### config.mk
export PLATFORM = sky130hd
export DESIGN_NAME = pwsc_regs
export DESIGN_NICKNAME = d
export VERILOG_FILES = /design/src/inc/pwsc_pkg.sv /design/src/rtl/pwsc_sync.sv /design/src/rtl/pwsc_regs.sv
export SDC_FILE = /design/constraint.sdc
export NUM_CORES = 1
export LEC_CHECK = 0
export BUFFER_PORTS_ARGS = -buffer_cell sky130_fd_sc_hd__buf_4
export CAP_MARGIN = 10
export CORE_MARGIN = 2
export CORE_UTILIZATION = 51
export DETAILED_ROUTE_END_ITERATION = 10
export GPL_ROUTABILITY_DRIVEN = 0
export PLACE_DENSITY_LB_ADDON = 0.12
export SLEW_MARGIN = 20
export SYNTH_ARGS = -nofsm -noshare
export SYNTH_HDL_FRONTEND = slang
export SYNTH_HIERARCHICAL = 1
export SYNTH_SLANG_ARGS = --single-unit
### constraint.sdc
create_clock -name clk_sys -period 2.1 [get_ports clk_sys]
set_input_delay 0.21 -clock clk_sys [delete_from_list [all_inputs] [get_ports clk_sys]]
set_output_delay 0.21 -clock clk_sys [all_outputs]
set_load 0.01 [all_outputs]
### src/inc/pwsc_pkg.sv
/*
  Package for the power, sleep and misc configuration register bank:
  register offsets, field positions, reset values and the packed carriers.
  Assumes it is compiled before every file of the block.
*/
package pwsc_pkg;

  // ----------------------------------------------------------------------
  // Register offsets (page zero, byte addresses on the control port)
  // ----------------------------------------------------------------------
  localparam logic [7:0] OFS_SOFTWARE_RESET = 8'h01;
  localparam logic [7:0] OFS_REF_SLEEP = 8'h02;
  localparam logic [7:0] OFS_SUPPLY_STATUS = 8'h03;
  localparam logic [7:0] OFS_CLKERR_BCAST = 8'h04;

  // ----------------------------------------------------------------------
  // Reset values
  // ----------------------------------------------------------------------
  localparam logic [7:0] RST_REF_SLEEP = 8'h00;
  localparam logic [7:0] RST_SUPPLY_STATUS = 8'h00;
  localparam logic [7:0] RST_CLKERR_BCAST = 8'h00;

  // ----------------------------------------------------------------------
  // Field positions
  // ----------------------------------------------------------------------
  localparam int BIT_SOFTWARE_RESET = 0;
  localparam int BIT_QCHG_HI = 5;
  localparam int BIT_QCHG_LO = 4;
  localparam int BIT_SLEEP_EXIT_REF = 3;
  localparam int BIT_ANALOG_MODE = 2;
  localparam int BIT_IO_MODE = 1;
  localparam int BIT_AWAKE = 0;
  localparam int BIT_ANALOG_FLAG = 7;
  localparam int BIT_IO_FLAG = 6;
  localparam int BIT_UV_FLAG = 1;
  localparam int BIT_UV_WAKE = 0;
  localparam int BIT_IGNORE_CLKERR = 6;
  localparam int BIT_BCAST_EN = 1;

  // Quick-charge duration codes (about 3.5, 10, 50 and 100 ms)
  typedef enum logic [1:0] {
    PWSC_QCHG_3P5MS = 2'b00,
    PWSC_QCHG_10MS = 2'b01,
    PWSC_QCHG_50MS = 2'b10,
    PWSC_QCHG_100MS = 2'b11
  } pwsc_qchg_t;

  // Supply and fault status from the analog side (asynchronous levels)
  typedef struct packed {
    logic analogSupplyHigh;
    logic ioSupplyHigh;
    logic undervoltageShutdown;
    logic clockError;
  } pwsc_status_t;

  // Controls to the analog side
  typedef struct packed {
    pwsc_qchg_t quickChargeTime;
    logic analogSupplyMode;
    logic ioSupplyMode;
    logic awake;
    logic digitalRegulatorEnable;
    logic referenceEnable;
    logic clockErrorShutdown;
    logic broadcastAddressEnable;
  } pwsc_ctrl_t;

endpackage : pwsc_pkg

### src/rtl/pwsc_sync.sv
/*
  Two-flop synchroniser, one stage pair per bit.
  Assumes the inputs are levels slower than the clock.
*/
`timescale 1ns/100ps
`default_nettype none

module pwsc_sync #(
  parameter int WIDTH = 4
) (
  // Clock and reset
  input wire logic clk_sys,
  input wire logic rst,
  // Levels
  input wire logic [WIDTH-1:0] asyncIn,
  output logic [WIDTH-1:0] syncOut
);

  // ----------------------------------------------------------------------
  // Per-bit stages
  // ----------------------------------------------------------------------
  genvar i;
  generate
    for (i = 0; i < WIDTH; i++) begin : g_bit
      logic stage1;
      logic stage2;
      // First flop feeds only the second
      always_ff @(posedge clk_sys) begin
        if (rst) begin
          stage1 <= 1'b0;
          stage2 <= 1'b0;
        end else begin
          stage1 <= asyncIn[i];
          stage2 <= stage1;
        end
      end
      // Each bit has its own driver
      assign syncOut[i] = stage2;
    end
  endgenerate

endmodule : pwsc_sync

`default_nettype wire

### src/rtl/pwsc_regs.sv
/*
  Power, sleep and misc configuration register bank of page zero.
  Assumes the control interface has decoded a page-zero access into
  one-cycle read and write strobes on clk_sys; status levels are async.
*/
`timescale 1ns/100ps
`default_nettype none

// How it works
// Bits 5-4 of 0x2 choose the reference quick-charge duration.
// Bit 3 of 0x2: wake powers digital regulator, or also reference.
// Bit 2 of 0x2 selects internal analog regulator or direct supply.
// Bit 1 of 0x2 selects all-voltage or low-voltage-only I/O mode.
// Bit 0 of 0x2 zero keeps sleep, one wakes; starts asleep.
// Bit 7 of 0x3 shows analog supply high and forces mode zero.
// Bit 6 of 0x3 shows I/O supply high and forces mode zero.
// Bit 1 of 0x3 reads one after an undervoltage shutdown.
// Bit 0 of 0x3 chooses staying asleep or waking after that shutdown.
// Bit 6 of 0x4 zero shuts down on clock error, one ignores it.
// Bit 1 of 0x4 enables broadcast addressing with low bits zero.
// Host writes only reset values into reserved bits.
// Writing one to the software reset bit restores all defaults except the supply flags and a shutdown flag set in that same cycle.
// Host writes to 0x3 never change its read-only status bits.
module pwsc_regs (
  // Clock and reset
  input wire logic clk_sys,
  input wire logic rst,
  // Register access from the control interface
  input wire logic regWrite,
  input wire logic regRead,
  input wire logic [7:0] regAddr,
  input wire logic [7:0] regWdata,
  output logic [7:0] regRdata,
  output logic regRdValid,
  // Analog side
  input wire pwsc_pkg::pwsc_status_t statusIn,
  output var pwsc_pkg::pwsc_ctrl_t ctrlOut
);

  // ----------------------------------------------------------------------
  // Storage and synchronised status
  // ----------------------------------------------------------------------
  logic [7:0] refSleepCfg;
  logic [7:0] clkErrBcastCfg;
  logic undervoltageWakeSelect;
  logic undervoltageShutdownFlag;
  logic analogSupplyOverrideFlag;
  logic ioSupplyOverrideFlag;
  pwsc_pkg::pwsc_status_t statusSync;
  logic softwareResetHit;
  logic wrRefSleep;
  logic wrSupply;
  logic wrClkErr;
  logic [7:0] next_rdata;

  // Status levels cross into clk_sys
  pwsc_sync #(
    .WIDTH($bits(pwsc_pkg::pwsc_status_t))
  ) u_sync (
    .clk_sys(clk_sys),
    .rst(rst),
    .asyncIn(statusIn),
    .syncOut(statusSync)
  );

  // Write decode
  assign softwareResetHit = regWrite &&
    regAddr == pwsc_pkg::OFS_SOFTWARE_RESET &&
    regWdata[pwsc_pkg::BIT_SOFTWARE_RESET];
  assign wrRefSleep = regWrite && regAddr == pwsc_pkg::OFS_REF_SLEEP;
  assign wrSupply = regWrite && regAddr == pwsc_pkg::OFS_SUPPLY_STATUS;
  assign wrClkErr = regWrite && regAddr == pwsc_pkg::OFS_CLKERR_BCAST;

  // ----------------------------------------------------------------------
  // Writable registers
  // ----------------------------------------------------------------------
  // Reference and sleep configuration; reserved bits stored as written
  always_ff @(posedge clk_sys) begin
    if (rst || softwareResetHit) begin
      refSleepCfg <= pwsc_pkg::RST_REF_SLEEP;
    end else if (wrRefSleep) begin
      refSleepCfg <= regWdata;
    end
  end

  // Clock-error action and broadcast configuration
  always_ff @(posedge clk_sys) begin
    if (rst || softwareResetHit) begin
      clkErrBcastCfg <= pwsc_pkg::RST_CLKERR_BCAST;
    end else if (wrClkErr) begin
      clkErrBcastCfg <= regWdata;
    end
  end

  // Only bit 0 of the supply status register is writable
  always_ff @(posedge clk_sys) begin
    if (rst || softwareResetHit) begin
      undervoltageWakeSelect <= pwsc_pkg::RST_SUPPLY_STATUS[0];
    end else if (wrSupply) begin
      undervoltageWakeSelect <= regWdata[pwsc_pkg::BIT_UV_WAKE];
    end
  end

  // ----------------------------------------------------------------------
  // Hardware status flags
  // ----------------------------------------------------------------------
  // Supply flags follow the detectors; host writes have no path here
  always_ff @(posedge clk_sys) begin
    if (rst) begin
      analogSupplyOverrideFlag <= 1'b0;
      ioSupplyOverrideFlag <= 1'b0;
    end else begin
      analogSupplyOverrideFlag <= statusSync.analogSupplyHigh;
      ioSupplyOverrideFlag <= statusSync.ioSupplyHigh;
    end
  end

  // Sticky shutdown flag; a new event wins over the software reset clear
  always_ff @(posedge clk_sys) begin
    if (rst) begin
      undervoltageShutdownFlag <= 1'b0;
    end else if (statusSync.undervoltageShutdown) begin
      undervoltageShutdownFlag <= 1'b1;
    end else if (softwareResetHit) begin
      undervoltageShutdownFlag <= 1'b0;
    end
  end

  // ----------------------------------------------------------------------
  // Read path
  // ----------------------------------------------------------------------
  // Unmapped and reset-register reads return zero
  always_comb begin
    next_rdata = 8'h00;
    case (regAddr)
      pwsc_pkg::OFS_REF_SLEEP: begin
        next_rdata = refSleepCfg;
      end
      pwsc_pkg::OFS_SUPPLY_STATUS: begin
        next_rdata[pwsc_pkg::BIT_ANALOG_FLAG] = analogSupplyOverrideFlag;
        next_rdata[pwsc_pkg::BIT_IO_FLAG] = ioSupplyOverrideFlag;
        next_rdata[pwsc_pkg::BIT_UV_FLAG] = undervoltageShutdownFlag;
        next_rdata[pwsc_pkg::BIT_UV_WAKE] = undervoltageWakeSelect;
      end
      pwsc_pkg::OFS_CLKERR_BCAST: begin
        next_rdata = clkErrBcastCfg;
      end
      default: begin
        next_rdata = 8'h00;
      end
    endcase
  end

  // Read data one cycle after the strobe
  always_ff @(posedge clk_sys) begin
    if (rst) begin
      regRdata <= 8'h00;
      regRdValid <= 1'b0;
    end else begin
      regRdValid <= regRead;
      if (regRead) begin
        regRdata <= next_rdata;
      end
    end
  end

  // ----------------------------------------------------------------------
  // Controls to the analog side
  // ----------------------------------------------------------------------
  logic next_awake;
  always_comb begin
    // After a shutdown the wake select decides, else the awake bit
    if (undervoltageShutdownFlag) begin
      next_awake = undervoltageWakeSelect;
    end else begin
      next_awake = refSleepCfg[pwsc_pkg::BIT_AWAKE];
    end
  end

  always_ff @(posedge clk_sys) begin
    if (rst) begin
      ctrlOut <= '0;
    end else begin
      ctrlOut.quickChargeTime <= pwsc_pkg::pwsc_qchg_t'(
        refSleepCfg[pwsc_pkg::BIT_QCHG_HI:pwsc_pkg::BIT_QCHG_LO]);
      ctrlOut.analogSupplyMode <= refSleepCfg[pwsc_pkg::BIT_ANALOG_MODE] &&
        !analogSupplyOverrideFlag;
      ctrlOut.ioSupplyMode <= refSleepCfg[pwsc_pkg::BIT_IO_MODE] &&
        !ioSupplyOverrideFlag;
      ctrlOut.awake <= next_awake;
      ctrlOut.digitalRegulatorEnable <= next_awake;
      ctrlOut.referenceEnable <= next_awake &&
        refSleepCfg[pwsc_pkg::BIT_SLEEP_EXIT_REF];
      ctrlOut.clockErrorShutdown <= statusSync.clockError &&
        !clkErrBcastCfg[pwsc_pkg::BIT_IGNORE_CLKERR];
      ctrlOut.broadcastAddressEnable <=
        clkErrBcastCfg[pwsc_pkg::BIT_BCAST_EN];
    end
  end
endmodule : pwsc_regs

`default_nettype wire

Yosys cells after proc, flatten, opt, wreduce, memory -nomap -nowiden
Cells that the tools add are included.
- bits in registers: 45
- input bits: 24
- output and inout port bits: 18
- logic and storage cells: 47
- equal/unequal tests: 4
- multiplexer cells: 6
- reduce and logical (&&, ||, !) cells: 14
- operator list (operator ; count):
    equality test 8 x 2 -> 1 bit, second input constant ; 2
    one-hot mux 2 bit (3 select lines) ; 2
    logical AND 1 bit ; 9
    equality test 8 x 1 -> 1 bit, second input constant ; 1
    equality test 8 x 3 -> 1 bit, second input constant ; 1
    one-hot mux 4 bit (2 select lines) ; 1
    zero test 1 bit ; 3
    2-to-1 mux 1 bit ; 3
    nonzero test 2 bit ; 1
    logical OR 1 bit ; 1

Logic depth before layout (Yosys ltp)
- word-level depth: 5
- mapped depth: 6
- mapped depth without buffers: 4

Modules after synthesis
Netlist, hierarchy kept.
- modules (own cells, without submodules) (module ; instances ; cells an instance ; area an instance (µm²) ; seq. area each (µm²)):
    pwsc_regs ; 1 ; 143 ; 1468.9 ; 740.7
    pwsc_sync ; 1 ; 20 ; 240.2 ; 160.2

Worst setup path after synthesis
Ideal clock, no wire load.
- path kind: in2reg
- start: in regAddr[4]
- end: reg clkErrBcastCfg[4]
- library setup time: 0.115 ns
- arrival: 1.412 ns
- path slack: 0.573 ns
- cell stages on the path: 6
- buffers on the path: 2
- path through: or4_4 > nor3_2 > a41o_1 > buf_4 > buf_6 > nor2_1
- longest elaborated chain between the ends: 4
- elaborated cells on any way between the ends: 6
- RTL lines (element ; RTL line ; text):
    from (decl) ; pwsc_regs.sv:31 ; input wire logic [7:0] regAddr,
    equality test 8 x 1 -> 1 bit ; pwsc_regs.sv:68 ; regAddr == pwsc_pkg::OFS_SOFTWARE_RESET &&
    logical AND 1 bit ; pwsc_regs.sv:67 ; assign softwareResetHit = regWrite &&
    logical AND 1 bit ; pwsc_regs.sv:68 ;
    logical OR 1 bit ; pwsc_regs.sv:88 ; if (rst || softwareResetHit) begin
    to (signal assigned) ; pwsc_regs.sv:89 ; clkErrBcastCfg <= pwsc_pkg::RST_CLKERR_BCAST;
    to (signal assigned) ; pwsc_regs.sv:91 ; clkErrBcastCfg <= regWdata;
    to (decl) ; pwsc_regs.sv:44 ; logic [7:0] clkErrBcastCfg;
Several ways; a longest one is shown, not always the timed one.
A chain may end at the register's enable or synchronous reset.

Final worst setup path
- start: in regAddr[4]
- end: reg clkErrBcastCfg[7]
The elaborated chain is that of the path after synthesis.

==> results summary <==
The flow ran to the end, and the final reports show no timing, DRC or antenna violations. The end point of the critical path is clkErrBcastCfg[7]. Along the worst path, the maximum fanout reaches 14. The initial antenna violation count is 0. Using the TritonRoute via totals, the vias-per-cell ratio works out to 5.080.

The placed cell area is 2026 um^2. The required time of the worst setup path is 2.36 ns. The total track usage came out at 19.29%. The final-report max-slew violation count came out at 0.

The first-pass GRT wire length came out at 5.223 mm. The path class of the tightest hold or removal check is input port to register. The library cell used most frequently in the layout, excluding fill and tap cells, is sky130_fd_sc_hd__dfxtp_1. The total overflow left after global routing is 0. At the worst endpoint, the arrival time is 1.66 ns. The count of antenna-violating nets left after detailed routing came out at 0. The die covers 3830 um^2. The number of gates resized after CTS came out at 0. The cell count after placement came out at 242.

The startpoint identified for the worst register-to-register timing path is clkErrBcastCfg[6]. The post-place setup slack is 0.3186 ns. The first-pass iteration count of the detailed router is 5. The post-layout instance area is 2078 um^2. The wire length reported by the detailed router came out at 3.261 mm. At the later pin of the worst-skew pair, clock insertion delay measures 0.35 ns. The clock arrives with 0.002182 ns of skew. The die outline height is 61.89 um.

The post-route clock period utilization is 66.86%. The number of input and output port buffers inserted came out at 41. The total buffers and inverters traversed by the critical path is 2. The slew at the pin closest to its max-slew limit is 0.4751 ns. The number of clock buffers added by TritonCTS is 5. The detailed router's first-iteration violation count came out at 49. The reg-to-reg setup timing slack came out at 1.17 ns. Derived from the worst setup path, the maximum achievable clock frequency is 0.7122 GHz. The standby leakage power is 0.9576 nW. From synthesis to final layout, the design area changed by 21.60%.

After floorplanning, the core was sized to cover 3284 um^2. In the synthesized netlist, the number of instances is 163. The total power after layout came out at 1.359 mW. Buffers inserted to repair hold after CTS numbered 0. The critical path's top delay family is simple AND/OR/NAND/NOR gates.

The final HPWL from detailed placement is 2.380 mm. The count of final hold-check violations came to 0. The vias after detailed routing came out at 1270. The worst register-to-register path has a depth of 3. The final net count came out at 227. The number of global-route vias before repair is 1128. The maximum number of pins on one net before global-route repair came out at 26. The site row count came out at 21. The count of cell instances traversed by the critical path came out at 6. The count of cell types in the netlist came out at 30. Counting flops and latches in the post-synthesis netlist gives 45.

The post-synth net total is 187. Setup repair after global routing left no endpoint under its margin. After detailed routing, the number of remaining DRC violations is 0.

A synthesized cell averages 10.49 um^2. The share of synthesized area occupied by flip-flops and latches came out at 52.71%. The TritonCTS clock tree is done. The most numerous cell type found on the critical path is sky130_fd_sc_hd__buf_4. The most critical setup path has its startpoint at regAddr[4]. Yosys printed 6 warnings.

The number of filler instances in the final layout came out at 288. 42 I/O pins were placed. The fraction of layout instances using a drive strength above 1 is 28.43%. The aggregate negative setup slack is 0 ns. In the layout the commonest cells are sky130_fd_sc_hd__dfxtp_1, sky130_fd_sc_hd__buf_4, sky130_fd_sc_hd__nor2_1, sky130_fd_sc_hd__nor2b_1, sky130_fd_sc_hd__mux2i_1. The number of antenna cells inserted is 0.

The reg-to-reg endpoint is regRdata[6]. The worst-case setup margin in the final layout is 0.6960 ns. The clock drives 45 sinks. The reported max-cap violation count came out at 0. The worst stage delay on the critical path is 0.58 ns. STA classifies the critical path endpoint as a register. The netlist area before placement is 1709 um^2. The routed length per placed instance came out at 13.04 um. The worst setup path category is input port to register. No sink is reached through more buffers than the 2 on the longest clock path.

The initial cell density of the core came out at 52.04%. The floorplan step set the die width to 61.89 um. The clock transition at the register clock pins on the worst setup and hold paths after CTS is 0.12 ns.

The clock period minus worst slack came out at 1.404 ns. The critical path goes through buf_4 -> or4_4 -> nor3_2 -> a41o_1 -> buf_4 -> nor2_1. The H-tree depth reported by CTS came out at 2.

Among all stages on the critical path, the largest delay is contributed by sky130_fd_sc_hd__or4_4. The power density over the cells is 653.9 nW/um^2. The library cell used as clock root buffer is sky130_fd_sc_hd__clkbuf_4. The startpoint kind of the worst setup timing path is an input port. The number of setup buffers added after CTS is 0. Measured against its own limit, the worst slew margin works out to 68.03%. Leaving out filler cells and counting taps, the final layout contains 250. The worst supply voltage drop on vdd came out at 0.4487 mV.

The setup-violating endpoint count in the final report came out at 0.
==> cells in the mapped netlist, drive strengths merged <==
cell type,number,area (um^2)
a22oi,4,30.03
nor3,2,26.28
a41o,1,10.01
clkbuf,4,15.01
nor2,20,75.07
inv,3,11.26
nor4,2,27.53
and2,1,6.260
nand4,2,25.02
nor2b,17,106.4
a21oi,4,20.02
a22o,8,70.07
and3,1,7.510
nand2b,5,31.28
a21boi,1,7.510
mux2i,17,170.2
nor3b,3,22.52
nand2,4,15.01
buf,7,56.30
o211ai,1,7.510
dfxtp,45,900.9
nand3,4,20.02
o21ba,1,10.01
o21ai,4,20.01
or4,1,11.26
o22ai,1,6.260
==> kinds of logic after synthesis <==
family / synth area share [%]
mux: 9.956
flops: 52.71
buf+inv: 4.831
compound gates: 10.62
simple gates: 21.89
==> flip-flops by register name (all words and copies together) (netlist names), 4 cells and up <==
name                 cells
refSleepCfg              8
ctrlOut                  8
u_sync/g_bit.stage2      4
clkErrBcastCfg           8
u_sync/g_bit.stage1      4
regRdata                 8
==> metal layers <==
layer  up-vias  wire length, um  track usage [%]
met4         0               31            5.775
met1       593             1403            23.48
li1        638                -                -
met3         4              165            6.832
met2        35             1660            32.18
met5         -                0                0
==> cell type report <==
type / count / area (um^2) / area share (%)
flip-flops and latches: 45 / 900.9 / 43.35
multi-input cells: 104 / 725.7 / 34.92
repair buffers: 44 / 330.3 / 15.89
well taps: 46 / 57.56 / 2.769
clock buffers: 7 / 45.04 / 2.167
inverters: 3 / 11.26 / 0.5418
clock inverters: 1 / 7.507 / 0.3612
==> stage by stage <==
| stage | hold WS, ns | utilization, % |
|---|---|---|
| after global routing | 0.05689 | 63.28 |
| after global placement | 0.4178 | 61.68 |
| after detailed placement | 0.4288 | 61.68 |
| after floorplan | 0.2816 | - |
| final | 0.06113 | 63.28 |
| after CTS | 0.05269 | 63.28 |
==> report_power, final <==
part	total, mW	switching (mW)	internal (mW)
Combinational	0.0946	0.0474	0.0472
Clock	0.396	0.263	0.132
Sequential	0.869	0.00400	0.865
==> worst min-delay path by stage <==
stage                            from                     end  cells past startpoint
2_1_floorplan                     rst              ctrlOut[0]                      1
3_3_place_gp   u_sync/g_bit[3].stage1  u_sync/g_bit[3].stage2                      1
3_5_place_dp              statusIn[1]  u_sync/g_bit[1].stage1                      2
4_1_cts                   statusIn[1]  u_sync/g_bit[1].stage1                      2
5_1_grt                   statusIn[2]  u_sync/g_bit[2].stage1                      2
6_report                  statusIn[1]  u_sync/g_bit[1].stage1                      2
No activity file was read; power rests on OpenSTA's default activity.
